$ cat src/cms_defs.vh
`ifndef CMS_DEFS_VH
`define CMS_DEFS_VH

`define CMS_IDX_W         5
`define CMS_IDX_SP        5'h0D
`define CMS_IDX_LR        5'h0E
`define CMS_IDX_PC        5'h0F
`define CMS_IDX_HI_FIRST  5'h08
`define CMS_NUM_GPR       13

`define CMS_ADDR_GPR_BASE 12'h000
`define CMS_ADDR_MAIN_SP  12'h040
`define CMS_ADDR_PROC_SP  12'h044
`define CMS_ADDR_LINK     12'h048
`define CMS_ADDR_PC       12'h04C
`define CMS_ADDR_PSR      12'h050
`define CMS_ADDR_APP      12'h054
`define CMS_ADDR_INT      12'h058
`define CMS_ADDR_EXE      12'h05C
`define CMS_ADDR_PRIORITY_MASK_BIT  12'h060
`define CMS_ADDR_FLTMASK  12'h064
`define CMS_ADDR_BASE_PRIORITY_THRESHOLD  12'h068
`define CMS_ADDR_CTRL     12'h06C
`define CMS_ADDR_CORE     12'h070
`define CMS_ADDR_EXC      12'h074
`define CMS_ADDR_CALL     12'h078
`define CMS_ADDR_FAULT    12'h07C
`define CMS_ADDR_IRQ      12'h080
`define CMS_ADDR_STATUS   12'h084

`define CMS_APP_MASK      32'hF8000000
`define CMS_INT_MASK      32'h000001FF
`define CMS_EXE_MASK      32'h0600FC00
`define CMS_TBIT          24
`define CMS_SP_ALIGN      32'hFFFFFFFC
`define CMS_PC_ALIGN      32'hFFFFFFFE
`define CMS_EXC_W         9
`define CMS_BP_W          9
`define CMS_EXC_NMI       9'h002
`define CMS_EXC_HARD      9'h003
`define CMS_CTRL_USER     0
`define CMS_CTRL_SPSEL    1

`define CMS_HTRANS_NONSEQ 2'h2
`define CMS_HSIZE_WORD    3'h2

`endif

$ cat src/cms_core_regs.v
`timescale 1ns/1ps
// Function
// - Handler mode exists only when privileged
// - User level blocks special access, raises fault; code blocks only writes to PSR through CTRL, reads pass
// - Handler while servicing exception, else thread
// - All core registers 32 bits, low regs universal
// - High registers blocked for 16-bit encodings; code faults only for indexes 8-12, not SP, LR, PC
// - Banked stack pointer: process for thread if selected
// - Stack pointer low two bits read zero
// - Subroutine call stores return address in link
// - Program counter bit zero reads zero
// - Status readable combined or as three parts
// - Application flags live in bits 27-31
// - Interrupt part holds exception number 0-8
// - Execution part holds bits 10-15, 25-26
// - State bit 24 reads one; clearing faults
// - Priority mask passes only NMI, hard fault
// - Fault mask passes only NMI
// - Nonzero base priority blocks equal or lower
// - Control bit 0 selects thread privilege
// - Control bit 1 selects the stack
// - Stack select zero while in handler mode; control bit 1 is not cleared when an EXC write enters handler mode
`include "cms_defs.vh"

module cms_core_regs (
  input  wire        hclk,
  input  wire        hresetn,
  input  wire        hsel,
  input  wire [11:0] haddr,
  input  wire [1:0]  htrans,
  input  wire        hwrite,
  input  wire [2:0]  hsize,
  input  wire        hready,
  input  wire [31:0] hwdata,
  output reg  [31:0] hrdata,
  output reg         hreadyout,
  output reg         hresp,
  output reg         handler_mode,
  output reg         user_level,
  output reg         proc_sp_active,
  output reg  [31:0] stack_pointer,
  output reg  [31:0] program_counter,
  output reg         fault_pulse,
  output reg         irq_accept
);

  // Register array of the 13 general registers; stack banks held separately
  reg  [31:0] gpr_reg [0:`CMS_NUM_GPR-1];
  reg  [31:0] main_sp_reg;
  reg  [31:0] proc_sp_reg;
  reg  [31:0] link_reg;
  reg  [31:0] pc_reg;
  reg  [31:0] app_reg;
  reg  [8:0]  exc_num_reg;
  reg  [31:0] exe_reg;
  reg         priority_mask_bit_reg;
  reg         fltmask_reg;
  reg  [8:0]  base_priority_threshold_reg;
  reg  [1:0]  ctrl_reg;
  // Software-driven core stimulus: access attributes and pending irq
  reg  [7:0]  core_reg;
  reg  [8:0]  irq_num_reg;
  reg  [8:0]  irq_pri_reg;

  reg         dp_wr_reg;
  reg         dp_rd_reg;
  reg  [11:0] dp_addr_reg;

  wire addr_ok = hsel && hready && htrans == `CMS_HTRANS_NONSEQ &&
                 hsize == `CMS_HSIZE_WORD;
  wire in_handler = exc_num_reg != {`CMS_EXC_W{1'b0}};
  wire is_user = ~in_handler & ctrl_reg[`CMS_CTRL_USER];
  wire use_proc = ~in_handler & ctrl_reg[`CMS_CTRL_SPSEL];
  wire [31:0] sp_view = (use_proc ? proc_sp_reg : main_sp_reg)
                        & `CMS_SP_ALIGN;
  wire [31:0] psr_view = (app_reg & `CMS_APP_MASK) |
                         {23'h000000, exc_num_reg} |
                         (exe_reg & `CMS_EXE_MASK) |
                         (32'h00000001 << `CMS_TBIT);

  // Core request fields: bit0 user-side access to special register,
  // bit1 sixteen-bit encoding, bit2 call strobe, bits7:3 reg index
  wire        acc_special = core_reg[0];
  wire        enc16       = core_reg[1];
  wire        call_req    = core_reg[2];
  wire [4:0]  acc_idx     = core_reg[7:3];

  wire spec_addr = dp_addr_reg >= `CMS_ADDR_PSR &&
                   dp_addr_reg <= `CMS_ADDR_CTRL;
  wire user_block = dp_wr_reg & is_user & spec_addr;
  wire tbit_clr = dp_wr_reg & ~user_block &
                  (dp_addr_reg == `CMS_ADDR_PSR ||
                   dp_addr_reg == `CMS_ADDR_EXE) &
                  ~hwdata[`CMS_TBIT];
  wire core_fault = (is_user & acc_special) |
                    (enc16 & acc_idx >= `CMS_IDX_HI_FIRST &&
                     acc_idx < `CMS_IDX_SP);
  wire wr_ok = dp_wr_reg & ~user_block;

  // Masking priority: NMI beats everything, hard fault beats priority_mask_bit
  reg irq_ok;
  always @* begin
    irq_ok = irq_num_reg != {`CMS_EXC_W{1'b0}};
    if (fltmask_reg && irq_num_reg != `CMS_EXC_NMI)
      irq_ok = 1'b0;
    if (priority_mask_bit_reg && irq_num_reg != `CMS_EXC_NMI &&
        irq_num_reg != `CMS_EXC_HARD)
      irq_ok = 1'b0;
    if (base_priority_threshold_reg != {`CMS_BP_W{1'b0}} &&
        irq_pri_reg >= base_priority_threshold_reg &&
        irq_num_reg != `CMS_EXC_NMI &&
        irq_num_reg != `CMS_EXC_HARD)
      irq_ok = 1'b0;
  end

  always @(posedge hclk or negedge hresetn) begin
    if (!hresetn) begin
      dp_wr_reg   <= 1'b0;
      dp_rd_reg   <= 1'b0;
      dp_addr_reg <= 12'h000;
    end else if (hready) begin
      dp_wr_reg   <= addr_ok & hwrite;
      dp_rd_reg   <= addr_ok & ~hwrite;
      dp_addr_reg <= haddr;
    end
  end

  genvar gi;
  generate
    for (gi = 0; gi < `CMS_NUM_GPR; gi = gi + 1) begin : g_gpr
      always @(posedge hclk or negedge hresetn) begin
        if (!hresetn) begin
          gpr_reg[gi] <= 32'h00000000;
        end else if (wr_ok &&
                     dp_addr_reg == `CMS_ADDR_GPR_BASE + gi * 4) begin
          gpr_reg[gi] <= hwdata;
        end
      end
    end
  endgenerate

  always @(posedge hclk or negedge hresetn) begin
    if (!hresetn) begin
      main_sp_reg <= 32'h00000000;
      proc_sp_reg <= 32'h00000000;
      link_reg    <= 32'h00000000;
      pc_reg      <= 32'h00000000;
      app_reg     <= 32'h00000000;
      exc_num_reg <= 9'h000;
      exe_reg     <= 32'h00000000;
      priority_mask_bit_reg <= 1'b0;
      fltmask_reg <= 1'b0;
      base_priority_threshold_reg <= 9'h000;
      ctrl_reg    <= 2'h0;
      core_reg    <= 8'h00;
      irq_num_reg <= 9'h000;
      irq_pri_reg <= 9'h000;
    end else begin
      if (call_req) begin
        link_reg <= pc_reg & `CMS_PC_ALIGN;
        core_reg[2] <= 1'b0;
      end
      if (irq_ok && !in_handler) begin
        exc_num_reg <= irq_num_reg;
        irq_num_reg <= 9'h000;
        ctrl_reg[`CMS_CTRL_SPSEL] <= 1'b0;
      end
      if (wr_ok) begin
        case (dp_addr_reg)
          `CMS_ADDR_MAIN_SP: main_sp_reg <= hwdata & `CMS_SP_ALIGN;
          `CMS_ADDR_PROC_SP: proc_sp_reg <= hwdata & `CMS_SP_ALIGN;
          `CMS_ADDR_LINK:    link_reg <= hwdata;
          `CMS_ADDR_PC:      pc_reg <= hwdata & `CMS_PC_ALIGN;
          `CMS_ADDR_PSR: begin
            app_reg <= hwdata & `CMS_APP_MASK;
            exe_reg <= hwdata & `CMS_EXE_MASK;
          end
          `CMS_ADDR_APP:     app_reg <= hwdata & `CMS_APP_MASK;
          `CMS_ADDR_EXE:     exe_reg <= hwdata & `CMS_EXE_MASK;
          `CMS_ADDR_PRIORITY_MASK_BIT: priority_mask_bit_reg <= hwdata[0];
          `CMS_ADDR_FLTMASK: fltmask_reg <= hwdata[0];
          `CMS_ADDR_BASE_PRIORITY_THRESHOLD: base_priority_threshold_reg <= hwdata[8:0];
          `CMS_ADDR_CTRL: begin
            ctrl_reg[`CMS_CTRL_USER] <= hwdata[0];
            // Handler mode has no alternate stack
            ctrl_reg[`CMS_CTRL_SPSEL] <= hwdata[1] &
                                         ~in_handler;
          end
          `CMS_ADDR_CORE:    core_reg <= hwdata[7:0];
          // Writing the exception number ends or starts service
          `CMS_ADDR_EXC:     exc_num_reg <= hwdata[8:0];
          `CMS_ADDR_IRQ: begin
            irq_num_reg <= hwdata[8:0];
            irq_pri_reg <= hwdata[24:16];
          end
          default: ;
        endcase
      end
    end
  end

  reg [31:0] rd_mux;
  always @* begin
    rd_mux = 32'h00000000;
    if (dp_addr_reg < `CMS_ADDR_MAIN_SP)
      rd_mux = gpr_reg[dp_addr_reg[5:2]];
    case (dp_addr_reg)
      `CMS_ADDR_MAIN_SP: rd_mux = main_sp_reg & `CMS_SP_ALIGN;
      `CMS_ADDR_PROC_SP: rd_mux = proc_sp_reg & `CMS_SP_ALIGN;
      `CMS_ADDR_LINK:    rd_mux = link_reg;
      `CMS_ADDR_PC:      rd_mux = pc_reg & `CMS_PC_ALIGN;
      `CMS_ADDR_PSR:     rd_mux = psr_view;
      `CMS_ADDR_APP:     rd_mux = app_reg & `CMS_APP_MASK;
      `CMS_ADDR_INT:     rd_mux = {23'h000000, exc_num_reg};
      `CMS_ADDR_EXE:     rd_mux = (exe_reg & `CMS_EXE_MASK) |
                                  (32'h00000001 << `CMS_TBIT);
      `CMS_ADDR_PRIORITY_MASK_BIT: rd_mux = {31'h00000000, priority_mask_bit_reg};
      `CMS_ADDR_FLTMASK: rd_mux = {31'h00000000, fltmask_reg};
      `CMS_ADDR_BASE_PRIORITY_THRESHOLD: rd_mux = {23'h000000, base_priority_threshold_reg};
      `CMS_ADDR_CTRL:    rd_mux = {30'h00000000, ctrl_reg};
      `CMS_ADDR_CORE:    rd_mux = {24'h000000, core_reg};
      `CMS_ADDR_EXC:     rd_mux = {23'h000000, exc_num_reg};
      `CMS_ADDR_CALL:    rd_mux = link_reg;
      `CMS_ADDR_STATUS:  rd_mux = {27'h0000000, irq_ok, use_proc,
                                  is_user, in_handler, 1'b1};
      default: ;
    endcase
  end

  always @(posedge hclk or negedge hresetn) begin
    if (!hresetn) begin
      hrdata          <= 32'h00000000;
      hreadyout       <= 1'b1;
      hresp           <= 1'b0;
      handler_mode    <= 1'b0;
      user_level      <= 1'b0;
      proc_sp_active  <= 1'b0;
      stack_pointer   <= 32'h00000000;
      program_counter <= 32'h00000000;
      fault_pulse     <= 1'b0;
      irq_accept      <= 1'b0;
    end else begin
      // One wait state on reads: rd_mux is registered into hrdata before
      // the data phase ends, so the master takes a settled word
      hreadyout       <= ~(addr_ok & ~hwrite);
      hresp           <= 1'b0;
      hrdata          <= (addr_ok & ~hwrite) ? 32'h00000000 : hrdata;
      if (dp_rd_reg)
        hrdata <= rd_mux;
      handler_mode    <= in_handler;
      user_level      <= is_user;
      proc_sp_active  <= use_proc;
      stack_pointer   <= sp_view;
      program_counter <= pc_reg & `CMS_PC_ALIGN;
      fault_pulse     <= user_block | tbit_clr | core_fault;
      irq_accept      <= irq_ok & ~in_handler;
    end
  end

endmodule

$ cat config.mk
export PLATFORM = sky130hd
export DESIGN_NAME = cms_core_regs
export DESIGN_NICKNAME = d
export VERILOG_FILES = /design/src/cms_core_regs.v
export VERILOG_INCLUDE_DIRS = /design/src
export SDC_FILE = /design/constraint.sdc
export NUM_CORES = 1
export LEC_CHECK = 0
export BUFFER_PORTS_ARGS = -buffer_cell sky130_fd_sc_hd__buf_2
export CAP_MARGIN = 0
export CORE_MARGIN = 2
export CORE_UTILIZATION = 55
export CTS_CLUSTER_SIZE = 40
export DETAILED_ROUTE_END_ITERATION = 8
export PLACE_DENSITY = 0.8
export SLEW_MARGIN = 15
export SYNTH_ARGS = -nofsm -noshare
export SYNTH_HDL_FRONTEND = slang
export SYNTH_SLANG_ARGS = --single-unit
$ cat constraint.sdc
create_clock -name hclk -period 2.7 [get_ports hclk]
set_input_delay 0.405 -clock hclk [delete_from_list [all_inputs] [get_ports hclk]]
set_output_delay 0.405 -clock hclk [all_outputs]
set_load 0.01 [all_outputs]
==> reports/results.env, run 1 <==
DRC=0
GRT_MAX_DEGREE=102
CRITPATHMAXFANOUT=33
LARGEST_REGISTER_FFS=416
CTS_SINKS=713
MIN-DELAY-PATH-CLASS='input port to flop'
POSTROUTEANTENNANETS=0
ACHIEVABLE-FREQUENCY_GHz=0.380
DP.FINAL_HPWL_MICRONS=57200
ASYNC_FLOP_SHARE_PCT=100
GROUTE.USAGE.OVERALL_PCT=30.0
LEAKAGE_nW=17.1
DRT_FIRST_PASS_ITERS=5
OVERFLOW=0
YS_WARN_COUNT=0
CTS_TREE='built'
SYNTHTOLAYOUTAREAGROWTH_PCT=15.5
CTS-ROOT-BUF='sky130_fd_sc_hd__clkbuf_16'
SETUP-TNS-FINAL_NS=0
IOS=157
RRSETUPSLACK_NS=0.07
DIE_Y_MICRONS=244
SEQUENTIAL_CELL_AREA_SQ_UM=17900
SYNTHTOPCELLSBYCOUNT='sky130_fd_sc_hd__dfrtp_1 (712), sky130_fd_sc_hd__mux2_2 (538), sky130_fd_sc_hd__nand2_1 (181), sky130_fd_sc_hd__clkbuf_1 (100), sky130_fd_sc_hd__mux4_2 (97)'
RR_ENDPOINT='gpr_reg[189]$_DFFE_PN0P_'
LAYOUT_NETS=2493
ROUTED-VIA-COUNT=20900
TIMING.RR.START='dp_addr_reg[2]$_DFFE_PN0P_'
CELLPOWERDENSITY_nW_PER_UM2=621
SYNTHTOPCELLSBYAREA='sky130_fd_sc_hd__dfrtp_1 (56%), sky130_fd_sc_hd__mux2_2 (19%), sky130_fd_sc_hd__mux4_2 (6.9%)'
CRITICAL_PATH_ARRIVAL_NS=3.11
GRT_PASS1_WL_MICRONS=135000
AVGROUTEDWIREPERCELL_MICRONS=27.1
UTILIZATION_PCT=64.4
FIN_CRIT_SH_PCT=97.4
ROUTED_VIA_DENSITY=6.44
SYN_AREA_SQ_UM=31600
SLEW_VIOL_FINAL=0
MULTIINPUTGATEAREA_SQ_UM=13000
YOSYS.AREA.TOP_TYPE='sky130_fd_sc_hd__dfrtp_1'
FINAL-HOLD-VIOLATION-COUNT=0
YS_SEQ_ELEMENTS=713
CRIT_PATH_START='dp_addr_reg[2]$_DFFE_PN0P_'
FIRST_GLOBAL_VIAS=22100
PERIOD_NEEDED_NS=2.63
MAX-VDD-IR-DROP_uV=477
STARTPOINT_KIND_OF_THE_WORST_SETUP_TIMING_PATH='flop'
IO_BUFFER_COUNT=152
WORST_CLOCK_SKEW_NS=0.0231
REG2REG_DEPTH=6
HEADROOM_TO_THE_MAX_SLEW_LIMIT_PCT=59.0
CTS_MAX_PATH_BUFFERS=3
GP_CONGESTION=0.940
MAX_CAP_VIOLATIONS=0
SYNTHMOSTINSTANTIATEDCELL='sky130_fd_sc_hd__dfrtp_1'
DRTITER0DRC=2017
SEQ_AREA_FRAC_SYNTH_PCT=56.5
YOSYSTOPAREACELLSHARE_PCT=56.4
ENDPOINT_KIND='flop'
YS_DOMINANT_REG_CELL='sky130_fd_sc_hd__dfrtp_1'
SYNTH-EDFF-COUNT=0
DIE_WIDTH_MICRONS=244
CTS_MAX_LEVEL=3
CLOCK_BUFFER_COUNT_FROM_CTS=71
GRT_ANTENNA_BEFORE_REPAIR=3
CTS.CLK_SLEW.WORST_PATHS_NS=0.06
CORE_SQ_UM=56600
DIODES=0
DIE_AREA_SQ_UM=59400
NUMBER_OF_LIBRARY_CELL_TYPES_MAPPED_BY_SYNTHESIS=67
SYNTH.AVG_CELL_AREA_SQ_UM=14.0
SETUP_VIOL=0
WORST_PIN_SLEW_NS=0.613
WORST_SETUP_PATH_ENDPOINT='gpr_reg[189]$_DFFE_PN0P_'
LAYOUT.FILLER_CELLS=3936
RUN_STATUS='complete, no violations'
STARTING_DENSITY_PCT=55.8
PLACEMENT_ROWS=87
DRIVE_GT1_SHARE_PCT=43.0
CRIT_PATH_CLASS='flop to flop'
CLOCK_INSERTION_DELAY_WORST_SKEW_NS=0.62
TOTALWIRELENGTH_MICRONS=87700
POSTSYNTHCELLCOUNT=2257
RSZ0062_AT_GRT='no'
WORSTPATHREQUIRED_NS=3.18
-- power by group --
group / internal, W / switching (W) / leakage [nW]
Sequential: 0.0109 / 0.000186 / 9.28
Combinational: 0.000575 / 0.00100 / 6.63
Clock: 0.00590 / 0.00412 / 1.16
-- kinds of logic after synthesis --
| logic type | Yosys count | synth area share (%) |
|---|---|---|
| buffers and inverters | 207 | 2.84 |
| muxes | 740 | 29.5 |
| adders and majority gates | 9 | 0.357 |
| and+or+nand+nor | 301 | 4.50 |
| DFF | 713 | 56.5 |
| other | 1 | 0.0119 |
| AOI/OAI and AO/OA | 286 | 6.26 |
-- metal layers --
layer	track usage (%)	vias to the layer above	wire, microns
met5	0	-	36
met4	14.3	6	4180
met3	6.68	267	7110
met2	47.5	989	41600
met1	39.6	11000	34800
li1	-	8618	-
-- critical path, cell delays in order (launching register included) --
cell and delay (ns):
sky130_fd_sc_hd__dfrtp_4 0.55, sky130_fd_sc_hd__buf_12 0.28, sky130_fd_sc_hd__and2_1 0.27, sky130_fd_sc_hd__nand2_1 0.40
sky130_fd_sc_hd__nor2_4 0.31, sky130_fd_sc_hd__buf_4 0.28, sky130_fd_sc_hd__mux2_2 0.38
-- area by class of cell --
class | instances | share of cell area (%)
Clock buffer | 108 | 5.81
Clock inverter | 18 | 0.638
Inverter | 17 | 0.175
Multi-Input combinational cell | 1340 | 35.7
Sequential cell | 713 | 49.0
Tap cell | 756 | 2.59
Timing Repair Buffer | 287 | 6.17
-- worst min-delay path by stage --
stage / start / to / slack, ns / depth (start not counted)
6_report: haddr[7] / dp_addr_reg[7]$_DFFE_PN0P_ / 0.03 / 2
3_3_place_gp: hresetn / gpr_reg[322]$_DFFE_PN0P_ / 0.38 / 1
5_1_grt: haddr[7] / dp_addr_reg[7]$_DFFE_PN0P_ / 0.03 / 2
2_1_floorplan: hresetn / app_reg[27]$_DFFE_PN0P_ / 0.11 / 0
3_5_place_dp: hresetn / gpr_reg[290]$_DFFE_PN0P_ / 0.38 / 1
4_1_cts: haddr[7] / dp_addr_reg[7]$_DFFE_PN0P_ / 0.002 / 2
-- per-stage QoR --
step / hold slack, ns / total power [W] / cells / area (sq um) / worst slack (ns)
floorplan: 0.109 / 0.0119 / 2260 / 31600 / 0.380
global placement: 0.376 / 0.0127 / 3110 / 34100 / 0.105
detailed placement: 0.379 / 0.0128 / 3110 / 34100 / 0.0562
CTS: 0.00157 / 0.0227 / 3237 / 36400 / 0.0137
global route: 0.0298 / 0.0233 / 3239 / 36500 / 0.0316
finish: 0.0259 / 0.0226 / 3239 / 36500 / 0.0701
-- repair_timing --
item,CTS,global route
setup buffers,0,2
setup endpoints to repair,0,212
hold endpoints to repair,38,0
hold buffers,1,0
gates resized for setup,0,3
-- layout by cell type (no fill, tap or decap), types with 6 or more instances in the layout --
cell type,count
sky130_fd_sc_hd__a211oi_1,10
sky130_fd_sc_hd__a21oi_1,22
sky130_fd_sc_hd__a221o_1,6
sky130_fd_sc_hd__a221oi_1,22
sky130_fd_sc_hd__a222oi_1,10
sky130_fd_sc_hd__a22o_1,19
sky130_fd_sc_hd__a22oi_1,50
sky130_fd_sc_hd__and2_1,6
sky130_fd_sc_hd__buf_12,37
sky130_fd_sc_hd__buf_2,151
sky130_fd_sc_hd__buf_4,97
sky130_fd_sc_hd__clkbuf_1,19
sky130_fd_sc_hd__clkbuf_16,73
sky130_fd_sc_hd__clkbuf_8,16
sky130_fd_sc_hd__clkinv_2,8
sky130_fd_sc_hd__dfrtp_1,707
sky130_fd_sc_hd__ha_1,9
sky130_fd_sc_hd__inv_1,16
sky130_fd_sc_hd__mux2_1,26
sky130_fd_sc_hd__mux2_2,538
sky130_fd_sc_hd__mux2i_1,79
sky130_fd_sc_hd__mux4_2,97
sky130_fd_sc_hd__nand2_1,180
sky130_fd_sc_hd__nand2b_1,6
sky130_fd_sc_hd__nor2_1,26
sky130_fd_sc_hd__nor2_4,14
sky130_fd_sc_hd__nor2b_1,13
sky130_fd_sc_hd__nor3_1,9
sky130_fd_sc_hd__o211ai_1,14
sky130_fd_sc_hd__o21ai_0,91
sky130_fd_sc_hd__o22ai_1,14
(Power assumes the default switching activity.)
==> run 2: changes to the inputs <==
==> constraint.sdc (replaced) <==
create_clock -name hclk -period 2.59 [get_ports hclk]
set_input_delay 0.3885 -clock hclk [delete_from_list [all_inputs] [get_ports hclk]]
set_output_delay 0.3885 -clock hclk [all_outputs]
set_load 0.01 [all_outputs]
==> run 2 against run 1 <==
Net effect: hold slack worse by 0.0055 ns; die area unchanged; largest cell class unchanged; flip-flop and latch count unchanged; via count up 1.7%; non-clock buffer count up 46.
==> reports/results.env, run 2 (synthesis gave the netlist of run 1 again) <==
CTS_MAX_PATH_BUFFERS=3  # unchanged
STARTING_DENSITY_PCT=55.8  # unchanged
POWER.COMBINATIONAL.FRACTION_PCT=7.2  # +0.2 points
DRT_FIRST_PASS_ITERS=7  # +2
CTS-ROOT-BUF='sky130_fd_sc_hd__clkbuf_16'
PLACEMENT_ROWS=87  # unchanged
TOTALWIRELENGTH_MICRONS=89400  # +2.0%
GRT_MAX_DEGREE=88  # -14%
LARGEST_REGISTER_FFS=416  # unchanged
DRIVE_GT1_SHARE_PCT=44.3  # +1.3 points
CTS_SINKS=713  # unchanged
STARTPOINT_KIND_OF_THE_WORST_SETUP_TIMING_PATH='flop'
CRITICAL_PATH_ARRIVAL_NS=3.06  # -0.05 ns
SYNTHTOLAYOUTAREAGROWTH_PCT=17.2
WORST_PIN_SLEW_NS=0.718  # +0.105 ns
AVGROUTEDWIREPERCELL_MICRONS=27.2  # +0.51%
GP_CONGESTION=0.943  # +0.36%
SETUP_VIOL=0  # unchanged
PRE_CTS_SLACK_NS=-0.00161  # -0.0578 ns
ACHIEVABLE-FREQUENCY_GHz=0.388  # +2.0%
GROUTE.USAGE.OVERALL_PCT=30.2  # +0.25 points
DRTITER0DRC=2268  # +12%
LAYOUT_NETS=2539  # +1.8%
WORSTPATHREQUIRED_NS=3.07  # -0.11 ns
P_INT_W=0.0181  # +4.3%
DIE_AREA_SQ_UM=59400  # unchanged
CLOCK_INSERTION_DELAY_WORST_SKEW_NS=0.62  # about the same
POSTROUTEANTENNANETS=0  # unchanged
RSZ0062_AT_GRT='no'
ROUTED-VIA-COUNT=21200  # +1.7%
WORST_CLOCK_SKEW_NS=0.0255  # +0.00237 ns
P_SWITCHING_W=0.00559  # +5.1%
MAX_CAP_VIOLATIONS=0  # unchanged
MIN-DELAY-PATH-CLASS='input port to flop'
FIN_CRIT_SH_PCT=99.5  # +2.1 points
DIE_Y_MICRONS=244  # unchanged
ROUTED_VIA_DENSITY=6.46  # +0.23%
CLOCK_BUFFER_COUNT_FROM_CTS=71  # unchanged
FINAL-HOLD-VIOLATION-COUNT=0  # unchanged
PERIOD_NEEDED_NS=2.58  # -0.0518 ns
SLEW_VIOL_FINAL=0  # unchanged
CELLPOWERDENSITY_nW_PER_UM2=639  # +2.9%
CRITPATHMAXFANOUT=25  # -24%
POWER.SWITCHING_FRACTION_PCT=23.6  # +0.14 points
HOLD_WS_NS=0.0204  # -0.00554 ns
ENDPOINT_KIND='flop'
CTS_MAX_LEVEL=3  # unchanged
RUN_STATUS='complete, no violations'
DP.FINAL_HPWL_MICRONS=58800  # +2.7%
GRT_PASS1_WL_MICRONS=136000  # +0.85%
LEAKAGE_nW=17.3  # +1.6%
SETUP_SLACK_NS=0.0120  # -0.0582 ns
OVERFLOW=0  # unchanged
MOSTFREQUENTLAYOUTCELLS='sky130_fd_sc_hd__dfrtp_1 (707), sky130_fd_sc_hd__mux2_2 (538), sky130_fd_sc_hd__nand2_1 (179)'
IO_BUFFER_COUNT=152  # unchanged
CRIT_PATH_CLASS='flop to flop'
CTS_TREE='built'
CORE_SQ_UM=56600  # unchanged
TIMING.CRITICAL_PATH.CELLS='nor2b_4, buf_4, nand3_1, nor2_4, buf_12, mux2_2'
POWER.SEQUENTIAL.FRACTION_PCT=48.6  # -0.2 points
SETUP-TNS-FINAL_NS=0  # unchanged
HEADROOM_TO_THE_MAX_SLEW_LIMIT_PCT=52.2  # -6.9 points
MAX-VDD-IR-DROP_uV=437  # -8.4%
IOS=157  # unchanged
FIRST_GLOBAL_VIAS=22400  # +1.3%
DIE_WIDTH_MICRONS=244  # unchanged
TIMING.CRITICAL_PATH.SLOWEST_CELL_DELAY_NS=0.46  # -0.09 ns
DRC=0  # unchanged
CRIT_SLOWEST_CELL='sky130_fd_sc_hd__dfrtp_2'
FINAL_COMMON_CELL='sky130_fd_sc_hd__dfrtp_1'
CTS.CLK_SLEW.WORST_PATHS_NS=0.07  # about the same
GRT_ANTENNA_BEFORE_REPAIR=4  # +1
PWR-SHARE-CLK_PCT=44.2  # about the same
-- run 2: changes by cell type in the layout (fill, tap and decap cells not counted), moves of 2 or more --
cell / previous run / this run
sky130_fd_sc_hd__clkbuf_1: 19 / 12
sky130_fd_sc_hd__dlygate4sd3_1: 1 / 4
sky130_fd_sc_hd__clkinv_2: 8 / 10
sky130_fd_sc_hd__diode_2: 0 / 2
sky130_fd_sc_hd__clkinv_4: 0 / 2
sky130_fd_sc_hd__clkbuf_16: 73 / 76
sky130_fd_sc_hd__clkinvlp_4: 1 / 3
sky130_fd_sc_hd__buf_12: 37 / 46
sky130_fd_sc_hd__clkbuf_8: 16 / 19
sky130_fd_sc_hd__buf_4: 97 / 128
-- run 2: what timing repair did --
action | CTS | global route
pin swaps | 1 | 3
hold buffers | 4 | 0
gates cloned | 0 | 3
setup buffers | 1 | 2
resized for setup | 1 | 6
endpoints found under the hold margin | 43 | 0
setup endpoints to repair | 51 | 113
-- run 2: critical path: cells and delay by family (launching register included) --
| kind | cells | cell delay [ns] |
|---|---|---|
| mux | 1 | 0.36 |
| simple gates | 3 | 0.94 |
| buf+inv | 2 | 0.65 |
| flops | 1 | 0.46 |
-- run 2: final cells by class --
class,instances,area (sq um)
Multi-Input combinational cell,1340,13000
Fill cell,3821,19600
Sequential cell,713,17900
Timing Repair Buffer,333,2770
Antenna cell,2,5.00
Clock buffer,104,2130
Clock inverter,22,238
Inverter,17,67.6
Tap cell,756,946
-- run 2: per-layer routing --
| metal | share of wire [%] | global-route usage (%) |
|---|---|---|
| met5 | 0.010 | 0 |
| met4 | 4.9 | 15.7 |
| met3 | 8.5 | 6.53 |
| met2 | 47 | 47.0 |
| met1 | 40 | 40.4 |
-- run 2: power groups by stage --
stage | registers, W | logic (W) | clock network, W
after floorplan | 0.0116 | 0.000797 | 0
after global placement | 0.0117 | 0.00165 | 0
after global routing | 0.0115 | 0.00183 | 0.0110
final | 0.0115 | 0.00172 | 0.0105
after CTS | 0.0115 | 0.00170 | 0.0106
after detailed placement | 0.0117 | 0.00169 | 0
-- run 2: worst paths after layout --
kind / start / slack [ns] / end / cells after the start
min reg2reg: pc_reg[7]$_DFFE_PN0P_ / 0.44 / program_counter[7]$_DFF_PN0_ / 0
min in group asynchronous: hresetn / 0.39 / gpr_reg[354]$_DFFE_PN0P_ / 2
min: haddr[0] / 0.02 / dp_addr_reg[0]$_DFFE_PN0P_ / 2
max: dp_addr_reg[4]$_DFFE_PN0P_ / 0.01 / gpr_reg[181]$_DFFE_PN0P_ / 6
max in group asynchronous: hresetn / 1.28 / link_reg[25]$_DFF_PN0_ / 3
max reg2reg: dp_addr_reg[4]$_DFFE_PN0P_ / 0.01 / gpr_reg[181]$_DFFE_PN0P_ / 6
-- run 2: per-stage QoR --
step | cells | util [%] | cell area [sq um] | power [W]
after global placement | 3149 | 60.9 | 34500 | 0.0133
after CTS | 3280 | 65.2 | 36900 | 0.0238
after floorplan | 2260 | - | 31600 | 0.0124
final | 3287 | 65.4 | 37000 | 0.0237
after detailed placement | 3149 | 60.9 | 34500 | 0.0134
after global routing | 3286 | 65.4 | 37000 | 0.0244
